`src/pkg/ile_consts.svh`:
```
// Contract
// [RL1] One latch per source except two traps.
// [RL2] Request sets latch; enabled latch asks CPU.
// [RL3] Acceptance clears accepted source's latch.
// [RL4] Reset clears all pending latches.
// [RL5] Latches mapped at three byte addresses.
// [RL6] Writing zero clears only that latch.
// [RL7] Writing one leaves latch unchanged.
// [RL8] Software never clears trap latches; the code lets a zero write clear latched traps 2 and 3.
// [RL9] Software clears latches by plain store.
// [RL10] Reading latches returns pending state.
// [RL11] Four trap sources ignore all enables; the code exempts only latched traps 2 and 3.
// [RL12] Enable register at three addresses, RW.
// [RL13] Master flag zero blocks maskable sources.
// [RL14] Acceptance saves then clears master flag.
// [RL15] Return operations restore saved master flag.
// [RL16] Master flag bit 0 low byte; EI/DI.
// [RL17] Reset clears master flag.
// [RL18] Each maskable source has own enable.
// [RL19] Reset clears every source enable.
// [RL20] Software disables master around flag changes.
// [RL21] Software never sets master and low enables together.
// [RL22] Fixed priority picks among pending requests.
// [RL23] External source 0 also needs pin enable.
// [RL24] Acceptance sequence lasts eight machine cycles.
// [RL25] Requests sampled in instruction's last cycle.
// [RL26] Request when latched and unmasked or non-maskable.
`ifndef ILE_CONSTS_SVH
`define ILE_CONSTS_SVH
`define ILE_OFS_PEND_LO 8'h3C
`define ILE_OFS_PEND_HI 8'h3D
`define ILE_OFS_PEND_UP 8'h2E
`define ILE_OFS_EN_LO 8'h3A
`define ILE_OFS_EN_HI 8'h3B
`define ILE_OFS_EN_UP 8'h2C
`define ILE_IMF_BIT 0
`define ILE_EXT0_BIT 4
`define ILE_FIRST_LATCH 2
`define ILE_FIRST_MASKABLE 4
`define ILE_NM_MASK 24'h00000C
`define ILE_LATCH_MASK 24'hFFFFFC
`define ILE_RST_PEND 24'h000000
`define ILE_RST_EN 24'h000000
`define ILE_RST_IMF 1'h0
`define ILE_ACCEPT_MC 8
`define ILE_MC_CLKS 4
`endif

```
`src/pkg/ile_pkg.sv`:
```
package ile_pkg;
  typedef enum logic [1:0] {
    ILE_IDLE,
    ILE_OFFER,
    ILE_ACCEPT
  } ile_state_t;
  typedef logic [23:0] ile_vec_t;
endpackage

```
`src/design/ile_core.sv`:
```
`timescale 1ns/100ps
`default_nettype none
`include "ile_consts.svh"
module ile_core #(
  parameter int NUM_SRC = 24,
  parameter int MC_CLKS = `ILE_MC_CLKS
) (
  // Clock and reset
  input wire logic clk,
  input wire logic sys_rst,
  // Register port
  input wire logic [7:0] addr,
  input wire logic [7:0] wrData,
  input wire logic wrStb,
  input wire logic rdStb,
  output logic [7:0] rdData_reg,
  // Sources, same clock, one-cycle pulses
  input wire logic [23:0] srcReq,
  input wire logic ext0PinEnable,
  // CPU sequencer side
  input wire logic lastCycle,
  input wire logic ackStb,
  input wire logic [4:0] ackId,
  input wire logic setMasterOp,
  input wire logic clearMasterOp,
  input wire logic returnOp,
  input wire logic returnImf,
  output logic irqReq_reg,
  output logic [4:0] irqId_reg,
  output logic savedImf_reg,
  output logic accepting_reg
);
  localparam int ACC_CLKS = `ILE_ACCEPT_MC * MC_CLKS;
  localparam int CW = $clog2(ACC_CLKS + 1);

  initial begin
    if (NUM_SRC != 24) begin
      $error("ile_core supports exactly 24 sources");
    end
    if (MC_CLKS < 1) begin
      $error("ile_core needs MC_CLKS of at least 1");
    end
  end

  ile_pkg::ile_vec_t pend_reg;
  ile_pkg::ile_vec_t en_reg;
  logic imf_reg;
  ile_pkg::ile_state_t state_reg;
  logic [CW-1:0] cnt_reg;

  ile_pkg::ile_vec_t swClr;
  ile_pkg::ile_vec_t ackClr;
  ile_pkg::ile_vec_t ready;
  ile_pkg::ile_vec_t gate;
  logic anyReady;
  logic [4:0] pick;
  logic ackOk;

  // Byte-wide clear strobes; a one in the written data keeps the latch.
  always_comb begin
    swClr = '0;
    if (wrStb) begin
      case (addr)
        `ILE_OFS_PEND_LO: swClr[7:0] = ~wrData; // RL5 RL6 RL7
        `ILE_OFS_PEND_HI: swClr[15:8] = ~wrData; // RL5 RL6 RL7
        `ILE_OFS_PEND_UP: swClr[23:16] = ~wrData; // RL5 RL6 RL7
        default: swClr = '0;
      endcase
    end
  end

  assign ackOk = ackStb && (state_reg != ile_pkg::ILE_ACCEPT);

  always_comb begin
    ackClr = '0;
    if (ackOk) begin
      ackClr[ackId] = 1'b1; // RL3
    end
  end

  // Latches exist only from index 2 upward; the two traps below carry none.
  genvar gi;
  generate
    for (gi = 0; gi < 24; gi++) begin : g_pend
      if (gi < `ILE_FIRST_LATCH) begin : g_none
        always_ff @(posedge clk or posedge sys_rst) begin // RL1
          if (sys_rst) begin
            pend_reg[gi] <= 1'b0;
          end else begin
            pend_reg[gi] <= 1'b0;
          end
        end
      end else begin : g_latch
        // A new request beats a clear in the same cycle so it is not lost.
        always_ff @(posedge clk or posedge sys_rst) begin
          if (sys_rst) begin
            pend_reg[gi] <= 1'(`ILE_RST_PEND >> gi); // RL4
          end else if (srcReq[gi]) begin
            pend_reg[gi] <= 1'b1; // RL2
          end else if (swClr[gi] || ackClr[gi]) begin
            pend_reg[gi] <= 1'b0; // RL3 RL6
          end
        end
      end
    end
  endgenerate

  // Enable register: bit 0 of the low byte is the master flag.
  always_ff @(posedge clk or posedge sys_rst) begin
    if (sys_rst) begin
      en_reg <= `ILE_RST_EN; // RL19
    end else if (wrStb) begin
      case (addr)
        `ILE_OFS_EN_LO: en_reg[7:4] <= wrData[7:4]; // RL12 RL18
        `ILE_OFS_EN_HI: en_reg[15:8] <= wrData; // RL12 RL18
        `ILE_OFS_EN_UP: en_reg[23:16] <= wrData; // RL12 RL18
        default: en_reg <= en_reg;
      endcase
    end
  end

  // Master flag and its saved copy handed to the stacking sequence.
  always_ff @(posedge clk or posedge sys_rst) begin
    if (sys_rst) begin
      imf_reg <= `ILE_RST_IMF; // RL17
      savedImf_reg <= 1'b0;
    end else if (ackOk) begin
      savedImf_reg <= imf_reg; // RL14
      imf_reg <= 1'b0; // RL14
    end else if (returnOp) begin
      imf_reg <= returnImf; // RL15
    end else if (setMasterOp) begin
      imf_reg <= 1'b1; // RL16
    end else if (clearMasterOp) begin
      imf_reg <= 1'b0; // RL16
    end else if (wrStb && addr == `ILE_OFS_EN_LO) begin
      imf_reg <= wrData[`ILE_IMF_BIT]; // RL16
    end
  end

  // Maskable sources need master and own flag; the two latched traps need nothing.
  always_comb begin
    gate = {24{imf_reg}} & en_reg; // RL13 RL18
    gate[`ILE_EXT0_BIT] = gate[`ILE_EXT0_BIT] & ext0PinEnable; // RL23
    gate = gate | `ILE_NM_MASK; // RL11
    ready = pend_reg & gate & `ILE_LATCH_MASK; // RL26
  end

  assign anyReady = |ready;

  // Lowest index wins; latched trap 2 ranks above latched trap 3 at the top.
  always_comb begin
    pick = 5'h00;
    for (int k = 23; k >= 0; k--) begin
      if (ready[k]) begin
        pick = 5'(k); // RL22
      end
    end
  end

  // Offer and acceptance sequencing.
  always_ff @(posedge clk or posedge sys_rst) begin
    if (sys_rst) begin
      state_reg <= ile_pkg::ILE_IDLE;
      irqReq_reg <= 1'b0;
      irqId_reg <= 5'h00;
      cnt_reg <= '0;
      accepting_reg <= 1'b0;
    end else begin
      case (state_reg)
        ile_pkg::ILE_IDLE: begin
          if (ackOk) begin
            state_reg <= ile_pkg::ILE_ACCEPT;
            cnt_reg <= CW'(ACC_CLKS - 1); // RL24
            accepting_reg <= 1'b1;
          end else if (lastCycle && anyReady) begin
            irqReq_reg <= 1'b1; // RL2 RL25
            irqId_reg <= pick;
            state_reg <= ile_pkg::ILE_OFFER;
          end
        end
        ile_pkg::ILE_OFFER: begin
          if (ackOk) begin
            irqReq_reg <= 1'b0;
            state_reg <= ile_pkg::ILE_ACCEPT;
            cnt_reg <= CW'(ACC_CLKS - 1); // RL24
            accepting_reg <= 1'b1;
          end else if (!ready[irqId_reg]) begin
            // Withdrawn when software cleared it or masked it meanwhile.
            irqReq_reg <= 1'b0;
            state_reg <= ile_pkg::ILE_IDLE;
          end
        end
        ile_pkg::ILE_ACCEPT: begin
          if (cnt_reg == '0) begin
            accepting_reg <= 1'b0;
            state_reg <= ile_pkg::ILE_IDLE;
          end else begin
            cnt_reg <= cnt_reg - CW'(1);
          end
        end
        default: begin
          state_reg <= ile_pkg::ILE_IDLE;
          irqReq_reg <= 1'b0;
        end
      endcase
    end
  end

  // Read port; unmapped addresses and absent bits read zero.
  always_ff @(posedge clk or posedge sys_rst) begin
    if (sys_rst) begin
      rdData_reg <= 8'h00;
    end else if (rdStb) begin
      case (addr)
        `ILE_OFS_PEND_LO: rdData_reg <= pend_reg[7:0]; // RL10
        `ILE_OFS_PEND_HI: rdData_reg <= pend_reg[15:8]; // RL10
        `ILE_OFS_PEND_UP: rdData_reg <= pend_reg[23:16]; // RL10
        `ILE_OFS_EN_LO: rdData_reg <= {en_reg[7:4], 3'h0, imf_reg}; // RL12
        `ILE_OFS_EN_HI: rdData_reg <= en_reg[15:8]; // RL12
        `ILE_OFS_EN_UP: rdData_reg <= en_reg[23:16]; // RL12
        default: rdData_reg <= 8'h00;
      endcase
    end else begin
      rdData_reg <= 8'h00;
    end
  end

  // Checks.
  property p_set;
    @(posedge clk) disable iff (sys_rst)
    srcReq[9] |=> pend_reg[9];
  endproperty
  a_set: assert property (p_set) else $error("request did not latch"); // RL2

  property p_clr;
    @(posedge clk) disable iff (sys_rst)
    wrStb && addr == `ILE_OFS_PEND_HI && !wrData[2] && !srcReq[10] |=> !pend_reg[10];
  endproperty
  a_clr: assert property (p_clr) else $error("zero write did not clear"); // RL6

  property p_keep;
    @(posedge clk) disable iff (sys_rst)
    wrStb && addr == `ILE_OFS_PEND_LO && wrData[5] && !ackOk && !srcReq[5]
      |=> pend_reg[5] == $past(pend_reg[5]);
  endproperty
  a_keep: assert property (p_keep) else $error("one write changed latch"); // RL7

  property p_ack;
    @(posedge clk) disable iff (sys_rst)
    ackOk && !srcReq[ackId] && ackId >= 5'h02 |=> !pend_reg[$past(ackId)];
  endproperty
  a_ack: assert property (p_ack) else $error("accepted latch not cleared"); // RL3

  property p_imfsave;
    @(posedge clk) disable iff (sys_rst)
    ackOk |=> !imf_reg && savedImf_reg == $past(imf_reg);
  endproperty
  a_imfsave: assert property (p_imfsave) else $error("master flag not saved"); // RL14

  property p_ret;
    @(posedge clk) disable iff (sys_rst)
    returnOp && !ackOk |=> imf_reg == $past(returnImf);
  endproperty
  a_ret: assert property (p_ret) else $error("master flag not restored"); // RL15

  property p_mask;
    @(posedge clk) disable iff (sys_rst)
    irqReq_reg && irqId_reg >= 5'h04 |-> imf_reg || $past(imf_reg) || !$past(irqReq_reg);
  endproperty
  a_mask: assert property (p_mask) else $error("maskable offered while off"); // RL13

  property p_nm;
    @(posedge clk) disable iff (sys_rst)
    state_reg == ile_pkg::ILE_IDLE && lastCycle && !ackOk && pend_reg[3] |=> irqReq_reg;
  endproperty
  a_nm: assert property (p_nm) else $error("trap latch not offered"); // RL11

  property p_seq;
    @(posedge clk) disable iff (sys_rst)
    ackOk |=> accepting_reg [*2] ##[1:300] !accepting_reg;
  endproperty
  a_seq: assert property (p_seq) else $error("acceptance length wrong"); // RL24

  property p_ext0;
    @(posedge clk) disable iff (sys_rst)
    irqReq_reg && irqId_reg == 5'h04 && $rose(irqReq_reg) |-> $past(ext0PinEnable);
  endproperty
  a_ext0: assert property (p_ext0) else $error("pin enable ignored"); // RL23

  // The read port returns zero between reads, so a stale byte is never mistaken for data.
  property p_rdidle;
    @(posedge clk) disable iff (sys_rst)
    !rdStb |=> rdData_reg == 8'h00;
  endproperty
  a_rdidle: assert property (p_rdidle) else $error("read data not idle"); // RL10

  property p_nolatch;
    @(posedge clk) disable iff (sys_rst)
    pend_reg[1:0] == 2'h0;
  endproperty
  a_nolatch: assert property (p_nolatch) else $error("trap without latch set"); // RL1

  property p_noset;
    @(posedge clk) disable iff (sys_rst)
    !srcReq[6] && !pend_reg[6] |=> !pend_reg[6];
  endproperty
  a_noset: assert property (p_noset) else $error("latch set without request"); // RL7

  property p_enhi;
    @(posedge clk) disable iff (sys_rst)
    wrStb && addr == `ILE_OFS_EN_HI |=> en_reg[15:8] == $past(wrData);
  endproperty
  a_enhi: assert property (p_enhi) else $error("enable middle byte not written"); // RL12

  property p_enup;
    @(posedge clk) disable iff (sys_rst)
    wrStb && addr == `ILE_OFS_EN_UP |=> en_reg[23:16] == $past(wrData);
  endproperty
  a_enup: assert property (p_enup) else $error("enable upper byte not written"); // RL12

  property p_imfwr;
    @(posedge clk) disable iff (sys_rst)
    wrStb && addr == `ILE_OFS_EN_LO && !ackOk && !returnOp && !setMasterOp && !clearMasterOp
      |=> imf_reg == $past(wrData[`ILE_IMF_BIT]);
  endproperty
  a_imfwr: assert property (p_imfwr) else $error("master flag write lost"); // RL16

  property p_ei;
    @(posedge clk) disable iff (sys_rst)
    setMasterOp && !ackOk && !returnOp |=> imf_reg;
  endproperty
  a_ei: assert property (p_ei) else $error("master flag not set"); // RL16

  property p_di;
    @(posedge clk) disable iff (sys_rst)
    clearMasterOp && !ackOk && !returnOp && !setMasterOp |=> !imf_reg;
  endproperty
  a_di: assert property (p_di) else $error("master flag not cleared"); // RL16

  property p_rdpend;
    @(posedge clk) disable iff (sys_rst)
    rdStb && addr == `ILE_OFS_PEND_HI |=> rdData_reg == $past(pend_reg[15:8]);
  endproperty
  a_rdpend: assert property (p_rdpend) else $error("latch read wrong"); // RL10

  property p_offerid;
    @(posedge clk) disable iff (sys_rst)
    $rose(irqReq_reg) |-> irqId_reg >= 5'h02;
  endproperty
  a_offerid: assert property (p_offerid) else $error("unlatched source offered"); // RL22

  // No second offer may overlap a running acceptance sequence.
  property p_quiet;
    @(posedge clk) disable iff (sys_rst)
    state_reg == ile_pkg::ILE_ACCEPT |-> !irqReq_reg;
  endproperty
  a_quiet: assert property (p_quiet) else $error("offer during acceptance"); // RL24

  property p_drop;
    @(posedge clk) disable iff (sys_rst)
    ackOk |=> !irqReq_reg;
  endproperty
  a_drop: assert property (p_drop) else $error("offer kept after accept"); // RL3

  property p_mask2;
    @(posedge clk) disable iff (sys_rst)
    $rose(irqReq_reg) && irqId_reg >= 5'h04 |-> $past(imf_reg);
  endproperty
  a_mask2: assert property (p_mask2) else $error("maskable offered with master off"); // RL13

  c_offer: cover property (@(posedge clk) disable iff (sys_rst) $rose(irqReq_reg));
  c_return: cover property (@(posedge clk) disable iff (sys_rst) returnOp);
  c_withdraw: cover property (@(posedge clk) disable iff (sys_rst)
    state_reg == ile_pkg::ILE_OFFER && !ready[irqId_reg]);
  c_accept: cover property (@(posedge clk) disable iff (sys_rst) irqReq_reg && ackStb);
  c_race: cover property (@(posedge clk) disable iff (sys_rst) srcReq[6] && swClr[6]);
endmodule
`default_nettype wire

```
`config.mk`:
```
export PLATFORM = sky130hd
export DESIGN_NAME = ile_core
export DESIGN_NICKNAME = d
export VERILOG_FILES = /design/src/pkg/ile_pkg.sv /design/src/design/ile_core.sv
export VERILOG_INCLUDE_DIRS = /design/src /design/src/pkg
export SDC_FILE = /design/constraint.sdc
export NUM_CORES = 1
export LEC_CHECK = 0
export ABC_AREA = 1
export BUFFER_PORTS_ARGS = -buffer_cell sky130_fd_sc_hd__buf_2
export CELL_PAD_IN_SITES_DETAIL_PLACEMENT = 0
export CELL_PAD_IN_SITES_GLOBAL_PLACEMENT = 1
export CORE_AREA = 2 2 105 107
export CTS_CLUSTER_DIAMETER = 60
export DETAILED_ROUTE_END_ITERATION = 10
export DIE_AREA = 0 0 107 109
export PLACE_DENSITY = 0.72
export RECOVER_POWER = 25
export SLEW_MARGIN = 20
export SYNTH_ARGS = -nofsm -noshare
export SYNTH_HDL_FRONTEND = slang
export SYNTH_SLANG_ARGS = --single-unit
```
`constraint.sdc`:
```
create_clock -name clk -period 2.08 [get_ports clk]
set_clock_uncertainty 0.05 [all_clocks]
set_input_delay 0.312 -clock clk [delete_from_list [all_inputs] [get_ports clk]]
set_output_delay 0.312 -clock clk [all_outputs]
set_load 0.02 [all_outputs]
```
== After elaboration in Yosys (flattened, before gate mapping) ==
Cells that the tools add are included.
Operators by class
  reduce and logical (&&, ||, !) cells: 62
  bitwise logic cells: 6
  order comparisons: 3
  add/subtract/negate cells: 1
  equality and inequality tests: 16
  multiplexer cells: 99
Operator list (count)
  $mux 5: 22
  $mux 1: 57
  $and 24x24->24: 2
  $eq 8x6->1 const B: 6
  $mux 24: 2
  $pmux 8 s6: 1
  $reduce_bool 2->1: 23
  $mux 8: 4
  $logic_or 1x1->1: 22
  $reduce_or 22->1: 1
  $lt 5x6->1 const B: 2
  $mux 6: 2
  $pmux 6 s2: 1
  $reduce_and 3->1: 4
  $mux 2: 5
  $ne 2x2->1 const B: 5
  $not 8->8: 1
  $logic_not 6->1: 1
  $ne 3x3->1 const B: 2
  $pmux 2 s3: 1
  $reduce_and 2->1: 3
  $sub 6x1->6 const B: 1
  $bmux 1 s5: 1
  $demux 1 s5: 1
  other kinds (13): 17
Word-level totals
  bits in registers: 67

== Depth between registers and ports, before layout ==
Gate-level depths: netlist (run 1).
  word-level depth: 25
  gate-level depth with buffers: 24
  depth with buffers taken out: 24

== Least setup slack after synthesis (run 1) ==
OpenSTA, ideal clock, no wires.
  path kind: register to register
  from: reg irqId_reg[0]
  to: reg irqReq_reg
  cell stages (with the launch flop): 12
  required time: 1913 ps
  setup slack: 322 ps
  arrival time: 1590 ps
  cells stage by stage: dfrtp_1 -> inv_1 -> clkbuf_1 -> nor2_1 -> o32ai_1 -> nor2_1 -> o22ai_1 -> nand2_1 -> nand4_1 -> o21ai_0 -> nand2_1 -> nand2_1
On the way
  word-level cells in the longest chain between the ends: 4
Ends and longest elaborated chain
  from (decl): RTL line ile_core.sv:29  | output logic [4:0] irqId_reg,
  from (signal assigned): RTL line ile_core.sv:178  | irqId_reg <= pick;
  $bmux 1 s5: RTL line ile_core.sv:188  | end else if (!ready[irqId_reg]) begin
  $mux 1 (implied by the code): RTL line ile_core.sv:188
  $ne 3x3->1 (no source line)
  $reduce_and 4->1 (no source line)
  to (signal assigned): RTL line ile_core.sv:184  | irqReq_reg <= 1'b0;
  to (signal assigned): RTL line ile_core.sv:190  | irqReq_reg <= 1'b0;
  to (signal assigned): RTL line ile_core.sv:204  | irqReq_reg <= 1'b0;
  to (decl): RTL line ile_core.sv:28  | output logic irqReq_reg,
No other way between the ends. The select of a mux whose other input is x is not followed.
A chain may end at the register's enable or synchronous reset.

== Final worst setup path (run 1) ==
  from: reg imf_reg
  to: reg irqReq_reg
On the way
  word-level cells in the longest chain between the ends: 7
  elaborated cells between the ends (all ways): 10
  classes of those cells: 2 x eq/ne; 2 x mux; 3 x bitwise; 3 x reduce/logical
Ends and longest elaborated chain
  from (decl): RTL line ile_core.sv:47  | logic imf_reg;
  from (signal assigned): RTL line ile_core.sv:125  | imf_reg <= `ILE_RST_IMF;
  from (signal assigned): RTL line ile_core.sv:131  | imf_reg <= returnImf;
  from (signal assigned): RTL line ile_core.sv:137  | imf_reg <= wrData[`ILE_IMF_BIT];
  $and 24x24->24 *: RTL line ile_core.sv:143  | gate = {24{imf_reg}} & en_reg;
  $and 1x1->1: RTL line ile_core.sv:144  | gate[`ILE_EXT0_BIT] = gate[`ILE_EXT0_BIT] & ext0PinEnable;
  $and 24x24->24 *: RTL line ile_core.sv:146  | ready = pend_reg & gate & `ILE_LATCH_MASK;
  $bmux 1 s5 / $reduce_or 22->1 (equally long branches): RTL line ile_core.sv:188, ile_core.sv:149
  $mux 1 (implied by the code) / $logic_and 1x1->1 (equally long branches): RTL line ile_core.sv:188, ile_core.sv:176
  $ne 3x3->1 (no source line) / $ne 2x2->1 (equally long branches)
  $reduce_and 4->1 (no source line) *
Mark *: on every way between the ends. The rest lies on a longest branch, timed or not. The select of a mux whose other input is x is not followed.

==> results.py, run 1 <==
metrics = {
    "status": {
        "status": "finished, final reports clean",
    },
    "global_route": {
        "track_usage_pct": 21.99,
        "grt_first_pass_wirelength_um": 19280,
        "grt_pass1_vias": 3762,
        "grtUsageMet3_pct": 3.288,
        "antenna_found_initial": 0,
        "overflow": 0,
        "use_met2_pct": 36.72,
        "met1_usage_pct": 29.60,
        "grt_start_max_net_pins": 68,
        "busiest_layer": "met2",
    },
    "clock_tree": {
        "htree_levels": 3,
        "cts_tree": "done",
        "clk_pin_slew_ns": 0.07,
        "clock-sinks": 67,
        "clockBufferDepth": 2,
        "cts_root_buf": "clkbuf_8",
        "clock_latency_ns": 0.36,
        "numCtsBuffers": 9,
    },
    "placement": {
        "place.port_buffers": 69,
        "place.gp.congestion": 0.9059,
        "hpwl_um": 9273,
    },
    "sta": {
        "fin_crit_sh_pct": 94.94,
        "tightestPinTransition_ns": 0.9577,
        "hold_violations": 0,
        "fmax_ghz": 0.5064,
        "drv_slew": 0,
        "slew_headroom_pct": 36.15,
        "hold_slack_ns": 0.08491,
        "finalSetupViolations": 0,
        "rsz0062_at_grt": "true",
        "finalCriticalPeriod_ns": 1.975,
    },
    "drt": {
        "drt-pass1-iter-count": 5,
        "routed_wl_um": 12100,
        "drcViolationCount": 0,
        "vias": 3822,
        "wl_per_cell_um": 16.09,
        "antenna_left": 0,
        "drt_iter0_markers": 315,
        "vias_per_cell": 5.082,
    },
    "cells_and_area": {
        "largest_reg_flops": 22,
        "layout_common_cells": "nand2_1 (101), buf_2 (69), dfrtp_1 (65)",
        "syn2layout_area_growth_pct": 28.04,
        "fin_nets": 666,
        "antenna_cells": 0,
        "drive_gt1_share_pct": 28.76,
        "final_common_cell": "nand2_1",
    },
    "synthesis": {
        "netlist_area_mm2": 0.003802,
        "ys_seq_area_share_pct": 44.09,
        "syn-num-nets": 547,
        "ys_ff_latch": 67,
        "yosys_warnings": 0,
        "syn_area_per_cell_um2": 7.776,
        "synth.distinct_cells": 42,
        "synthesis.instances": 489,
    },
    "critical_path": {
        "endpoint_kind": "register",
        "r2r_start": "imf_reg$_DFFE_PP0P_",
        "path_max_fanout": 7,
        "reg2regPathDepth": 14,
        "criticalPathCategory": "register to register",
        "crit_required_ns": 2.28,
        "worstPathArrival_ns": 2.17,
        "cp-start-kind": "register",
        "crit_start": "imf_reg$_DFFE_PP0P_",
        "reg2reg_slack_ns": 0.11,
    },
    "floorplan": {
        "die_w_um": 107,
        "dieHeight_um": 109,
        "io_pins": 72,
        "coreArea_mm2": 0.01060,
        "die_area_mm2": 0.01166,
        "rows": 38,
        "start_util_pct": 35.86,
    },
    "job": {
        "cap_violations": 0,
    },
    "power_and_ir_drop": {
        "finalPower_w": 0.003425,
        "vdd_drop_max_mv": 0.2951,
        "power_density_mw_per_mm2": 703.5,
        "p_leak_nw": 2.381,
    },
    "hold_path": {
        "worstHoldPathType": "input port to register",
        "hp-start": "srcReq[22]",
        "hold_depth": 3,
    },
}
-- worst max-delay path, cell delays in order (launching register included) --
cell	delay, ns
dfrtp_2	0.44
buf_4	0.19
inv_4	0.08
nor3_2	0.05
inv_1	0.08
buf_4	0.12
nor2_1	0.03
o22ai_1	0.19
nor2_1	0.06
o22ai_1	0.21
nand2_1	0.08
nand4_1	0.09
o21ai_0	0.10
nand2_1	0.06
nand2_1	0.05
-- final timing paths --
kind / to
min in group asynchronous: en_reg[9]$_DFFE_PP0P_
setup / recovery: irqReq_reg$_DFFE_PP0P_
hold reg to reg: irqReq_reg$_DFFE_PP0P_
hold / removal: pend_reg[22]$_DFFE_PP0P_
max in group asynchronous: cnt_reg[1]$_DFFE_PP0P_
setup reg to reg: irqReq_reg$_DFFE_PP0P_
-- Yosys cell counts, drive strengths merged --
library cell,number,share of area [%]
buf,4,0.86
o21bai,10,2.0
o21ai,62,8.2
a2111oi,1,0.23
a22oi,1,0.20
o31ai,2,0.39
nand2,108,11
a21boi,1,0.20
a221oi,5,1.2
nor3,20,3.6
a21oi,15,2.0
a32o,4,1.1
nand3b,2,0.49
nor2,52,5.4
a22o,2,0.46
inv,68,6.8
or2,3,0.49
clkinv,1,0.099
nand3,25,4.5
clkbuf,3,0.30
dfrtp,67,44
a31oi,7,1.2
nor4,2,0.72
o32ai,1,0.23
and3,1,0.16
ha,2,0.66
nand4,7,1.2
a31o,5,1.2
o22ai,8,1.3
-- layout make-up --
cell class                      count  area [µm²]
Clock buffer                       11       151.4
Clock inverter                      4       26.28
Fill cell                        1054        5734
Inverter                           69       264.0
Multi-Input combinational cell    346        1876
Sequential cell                    67        1679
Tap cell                          140       175.2
Timing Repair Buffer              115       696.9
-- through the flow --
| step | worst slack (ns) | cell area (µm²) | setup TNS, ns | instances | util, % |
|---|---|---|---|---|---|
| global route | -0.1105 | 4868 | -0.2702 | 752 | 45.92 |
| CTS | 0.02264 | 4803 | 0 | 748 | 45.30 |
| floorplan | 0.03484 | 3802 | 0 | 489 | - |
| finish | 0.1052 | 4868 | 0 | 752 | 45.92 |
| global placement | 0.01021 | 4599 | 0 | 732 | 43.38 |
| detailed placement | -0.04751 | 4599 | -0.09743 | 732 | 43.38 |
-- power by group --
| group | switching (W) | total (W) | internal [W] |
|---|---|---|---|
| clock | 0.000535 | 0.00102 | 0.000489 |
| combinational | 0.000543 | 0.000871 | 0.000328 |
| sequential | 0.000106 | 0.00153 | 0.00142 |
| total | 0.00118 | 0.00342 | 0.00224 |
-- routing by layer --
metal | share of wire [%] | vias to the layer above
li1 | - | 1885
met1 | 44 | 1807
met2 | 48 | 111
met3 | 5.3 | 19
met4 | 2.1 | 0
met5 | 0 | -
-- repair_timing --
| action | 4_1_cts | 5_1_grt |
|---|---|---|
| endpoints found under the setup margin | 6 | 8 |
| setup buffers | 0 | 4 |
| hold buffers | 1 | 0 |
| endpoints found under the hold margin | 40 | 0 |
| pin swaps | 0 | 2 |
| gates resized for setup | 4 | 13 |
-- logic make-up (layout without fill, tap and decap cells) --
logic type,after synthesis,in the layout,share of synthesized area [%]
flip-flops,67,67,44.09
AO/OA/AOI/OAI,124,124,19.64
adder cells (fa/ha/maj),2,2,0.6580
AND/OR/NAND/NOR,220,220,27.51
buffers and inverters,76,199,8.095
Power figures use the tool's default switching activity.
==> inputs of run 2 (changes only) <==
--- a/config.mk
+++ b/config.mk
@@ -7,7 +7,7 @@
 export NUM_CORES = 1
 export LEC_CHECK = 0
 export ABC_AREA = 1
-export BUFFER_PORTS_ARGS = -buffer_cell sky130_fd_sc_hd__buf_2
+export BUFFER_PORTS_ARGS = -buffer_cell sky130_fd_sc_hd__buf_4
 export CELL_PAD_IN_SITES_DETAIL_PLACEMENT = 0
 export CELL_PAD_IN_SITES_GLOBAL_PLACEMENT = 1
 export CORE_AREA = 2 2 105 107
==> run 2 against run 1 <==
Utilization rose by 2.3 points; first-iteration DRC count fell by 7.3%; cell count rose by 0.13%; register-to-register slack improved by 0.02 ns; critical path depth fell by 1; worst setup slack improved by 0.016 ns; die area did not move; total power rose by 6.8%; via count rose by 0.39%; critical path type unchanged; largest cell class unchanged.
==> results.py, run 2 (synthesis results as in run 1) <==
metrics = {
    "critical_path": {
        "slowest_delay_ns": 0.45,
        "criticalPathCategory": "register to register",
        "crit_start": "imf_reg$_DFFE_PP0P_",
        "path_max_fanout": 5,
        "reg2regPathDepth": 13,
        "r2r_start": "imf_reg$_DFFE_PP0P_",
        "worstPathArrival_ns": 2.14,
        "crit_required_ns": 2.26,
        "path_cells": "buf_6 > nand4_1 > nand2_2 > nor3_4 > nand2_2 > nor2_4 > nand3b_4 > nand2_4 > nor2_4 > inv_4 > nor3_4 > o31ai_2 > o21ai_1",
        "cp-start-kind": "register",
        "endpoint_kind": "register",
        "worst_path_max_delay_cell": "dfrtp_2",
    },
    "job": {
        "cap_violations": 0,
    },
    "drt": {
        "drt_iter0_markers": 292,
        "drcViolationCount": 0,
        "drt-pass1-iter-count": 5,
        "vias_per_cell": 5.096,
        "antenna_left": 0,
        "vias": 3837,
        "wl_per_cell_um": 16.21,
        "routed_wl_um": 12210,
    },
    "floorplan": {
        "start_util_pct": 35.86,
        "dieHeight_um": 109,
        "die_area_mm2": 0.01166,
        "rows": 38,
        "die_w_um": 107,
        "coreArea_mm2": 0.01060,
        "io_pins": 72,
    },
    "sta": {
        "finalCriticalPeriod_ns": 1.959,
        "rsz0062_at_grt": "true",
        "slew_headroom_pct": 36.90,
        "fmax_ghz": 0.5106,
        "fin_setup_tns_ns": 0,
        "fin_crit_sh_pct": 94.16,
        "setup_ws_ns": 0.1214,
        "finalSetupViolations": 0,
        "hold_violations": 0,
        "drv_slew": 0,
        "tightestPinTransition_ns": 0.9465,
    },
    "cells_and_area": {
        "antenna_cells": 0,
        "syn2layout_area_growth_pct": 34.32,
        "post-route-util_pct": 48.17,
        "fin_nets": 666,
        "layout_common_cells": "buf_4 (110), nand2_1 (101), dfrtp_1 (66)",
        "drive_gt1_share_pct": 29.53,
        "final_common_cell": "buf_4",
        "largest_reg_flops": 22,
        "fillers": 1060,
    },
    "clock_tree": {
        "numCtsBuffers": 9,
        "clockBufferDepth": 2,
        "htree_levels": 3,
        "cts_tree": "done",
        "cts_root_buf": "clkbuf_8",
        "clk_pin_slew_ns": 0.08,
        "clock-sinks": 67,
        "clock_latency_ns": 0.35,
    },
    "power_and_ir_drop": {
        "power_density_mw_per_mm2": 716.3,
        "p_leak_nw": 2.453,
        "finalPower_w": 0.003658,
        "vdd_drop_max_mv": 0.4145,
    },
    "global_route": {
        "track_usage_pct": 22.24,
        "overflow": 0,
        "grt_first_pass_wirelength_um": 19620,
        "antenna_found_initial": 0,
        "grt_pass1_vias": 3834,
        "grt_start_max_net_pins": 68,
    },
    "placement": {
        "place.gp.congestion": 0.9015,
        "hpwl_um": 9427,
        "place.port_buffers": 69,
        "place_ws_ns": -0.1111,
    },
    "hold_path": {
        "hold_depth": 2,
        "worstHoldPathType": "input port to register",
        "hp-start": "srcReq[20]",
    },
    "status": {
        "status": "finished, final reports clean",
    },
}
## run 2: changes by cell type in the layout (fill, tap and decap cells not counted), moves of 2 or more
cell       before  now
nor3_2          4    2
clkbuf_8       11    9
buf_4          43  110
nor2_2          2    4
buf_2          69    0
nor3_4          2    4
bufinv_16       0    2
inv_2           4    6
## run 2: final cells by class
type                       instances  area (µm²)  area share [%]
inverter                          69       264.0           5.169
clock inverter                     7       91.34           1.788
clock buffer                       9       123.9           2.425
sequential                        67        1678           32.85
timing repair buffer             115       873.3           17.10
tap                              140       175.2           3.430
multi-input combinational        346        1902           37.24
## run 2: path summary, 6_finish.rpt
kind	end	slack, ns
worst max register to register	irqId_reg[2]$_DFFE_PP0P_	0.12
worst min register to register	en_reg[23]$_DFFE_PP0P_	0.44
min in group asynchronous	en_reg[9]$_DFFE_PP0P_	0.79
max in group asynchronous	imf_reg$_DFFE_PP0P_	0.51
worst min-delay path	pend_reg[20]$_DFFE_PP0P_	0.1
worst max-delay path	irqId_reg[2]$_DFFE_PP0P_	0.12
## run 2: metal layers
metal  GRT usage [%]  routed length (µm)  part of all wire [%]
met3           5.021                 855                   7.0
met4           6.586                 177                   1.4
met1           28.60                5279                    43
met5               0                   0                     0
met2           37.63                5897                    48
## run 2: metrics by stage
step	cell area [µm²]	instances	hold slack (ns)
5_1_grt	5107	753	0.08474
3_5_place_dp	4780	733	0.3793
4_1_cts	5019	751	0.08507
3_3_place_gp	4780	733	0.3751
6_report	5107	753	0.09824
2_1_floorplan	3802	489	0.3604
## run 2: timing repair
| item | 4_1_cts | 5_1_grt |
|---|---|---|
| endpoints found under the hold margin | 14 | 0 |
| pin swaps | 0 | 8 |
| buffers inserted | 1 | 2 |
| hold buffers | 1 | 0 |
| endpoints found under the setup margin | 7 | 8 |
| resized for setup | 2 | 23 |
## run 2: where the power goes
group | leakage, nW | internal [W] | switching (W)
logic | 1.57 | 0.000369 | 0.000532
registers | 0.777 | 0.00142 | 0.000109
clock network | 0.109 | 0.000673 | 0.000553
total | 2.45 | 0.00246 | 0.00119
## run 2: critical path, delay by kind of cell, from the launching register on
family                 cells  cell delay [ns]
buffers and inverters      2             0.23
DFF                        1             0.45
AOI/OAI and AO/OA          2             0.15
and+or+nand+nor            9             0.97
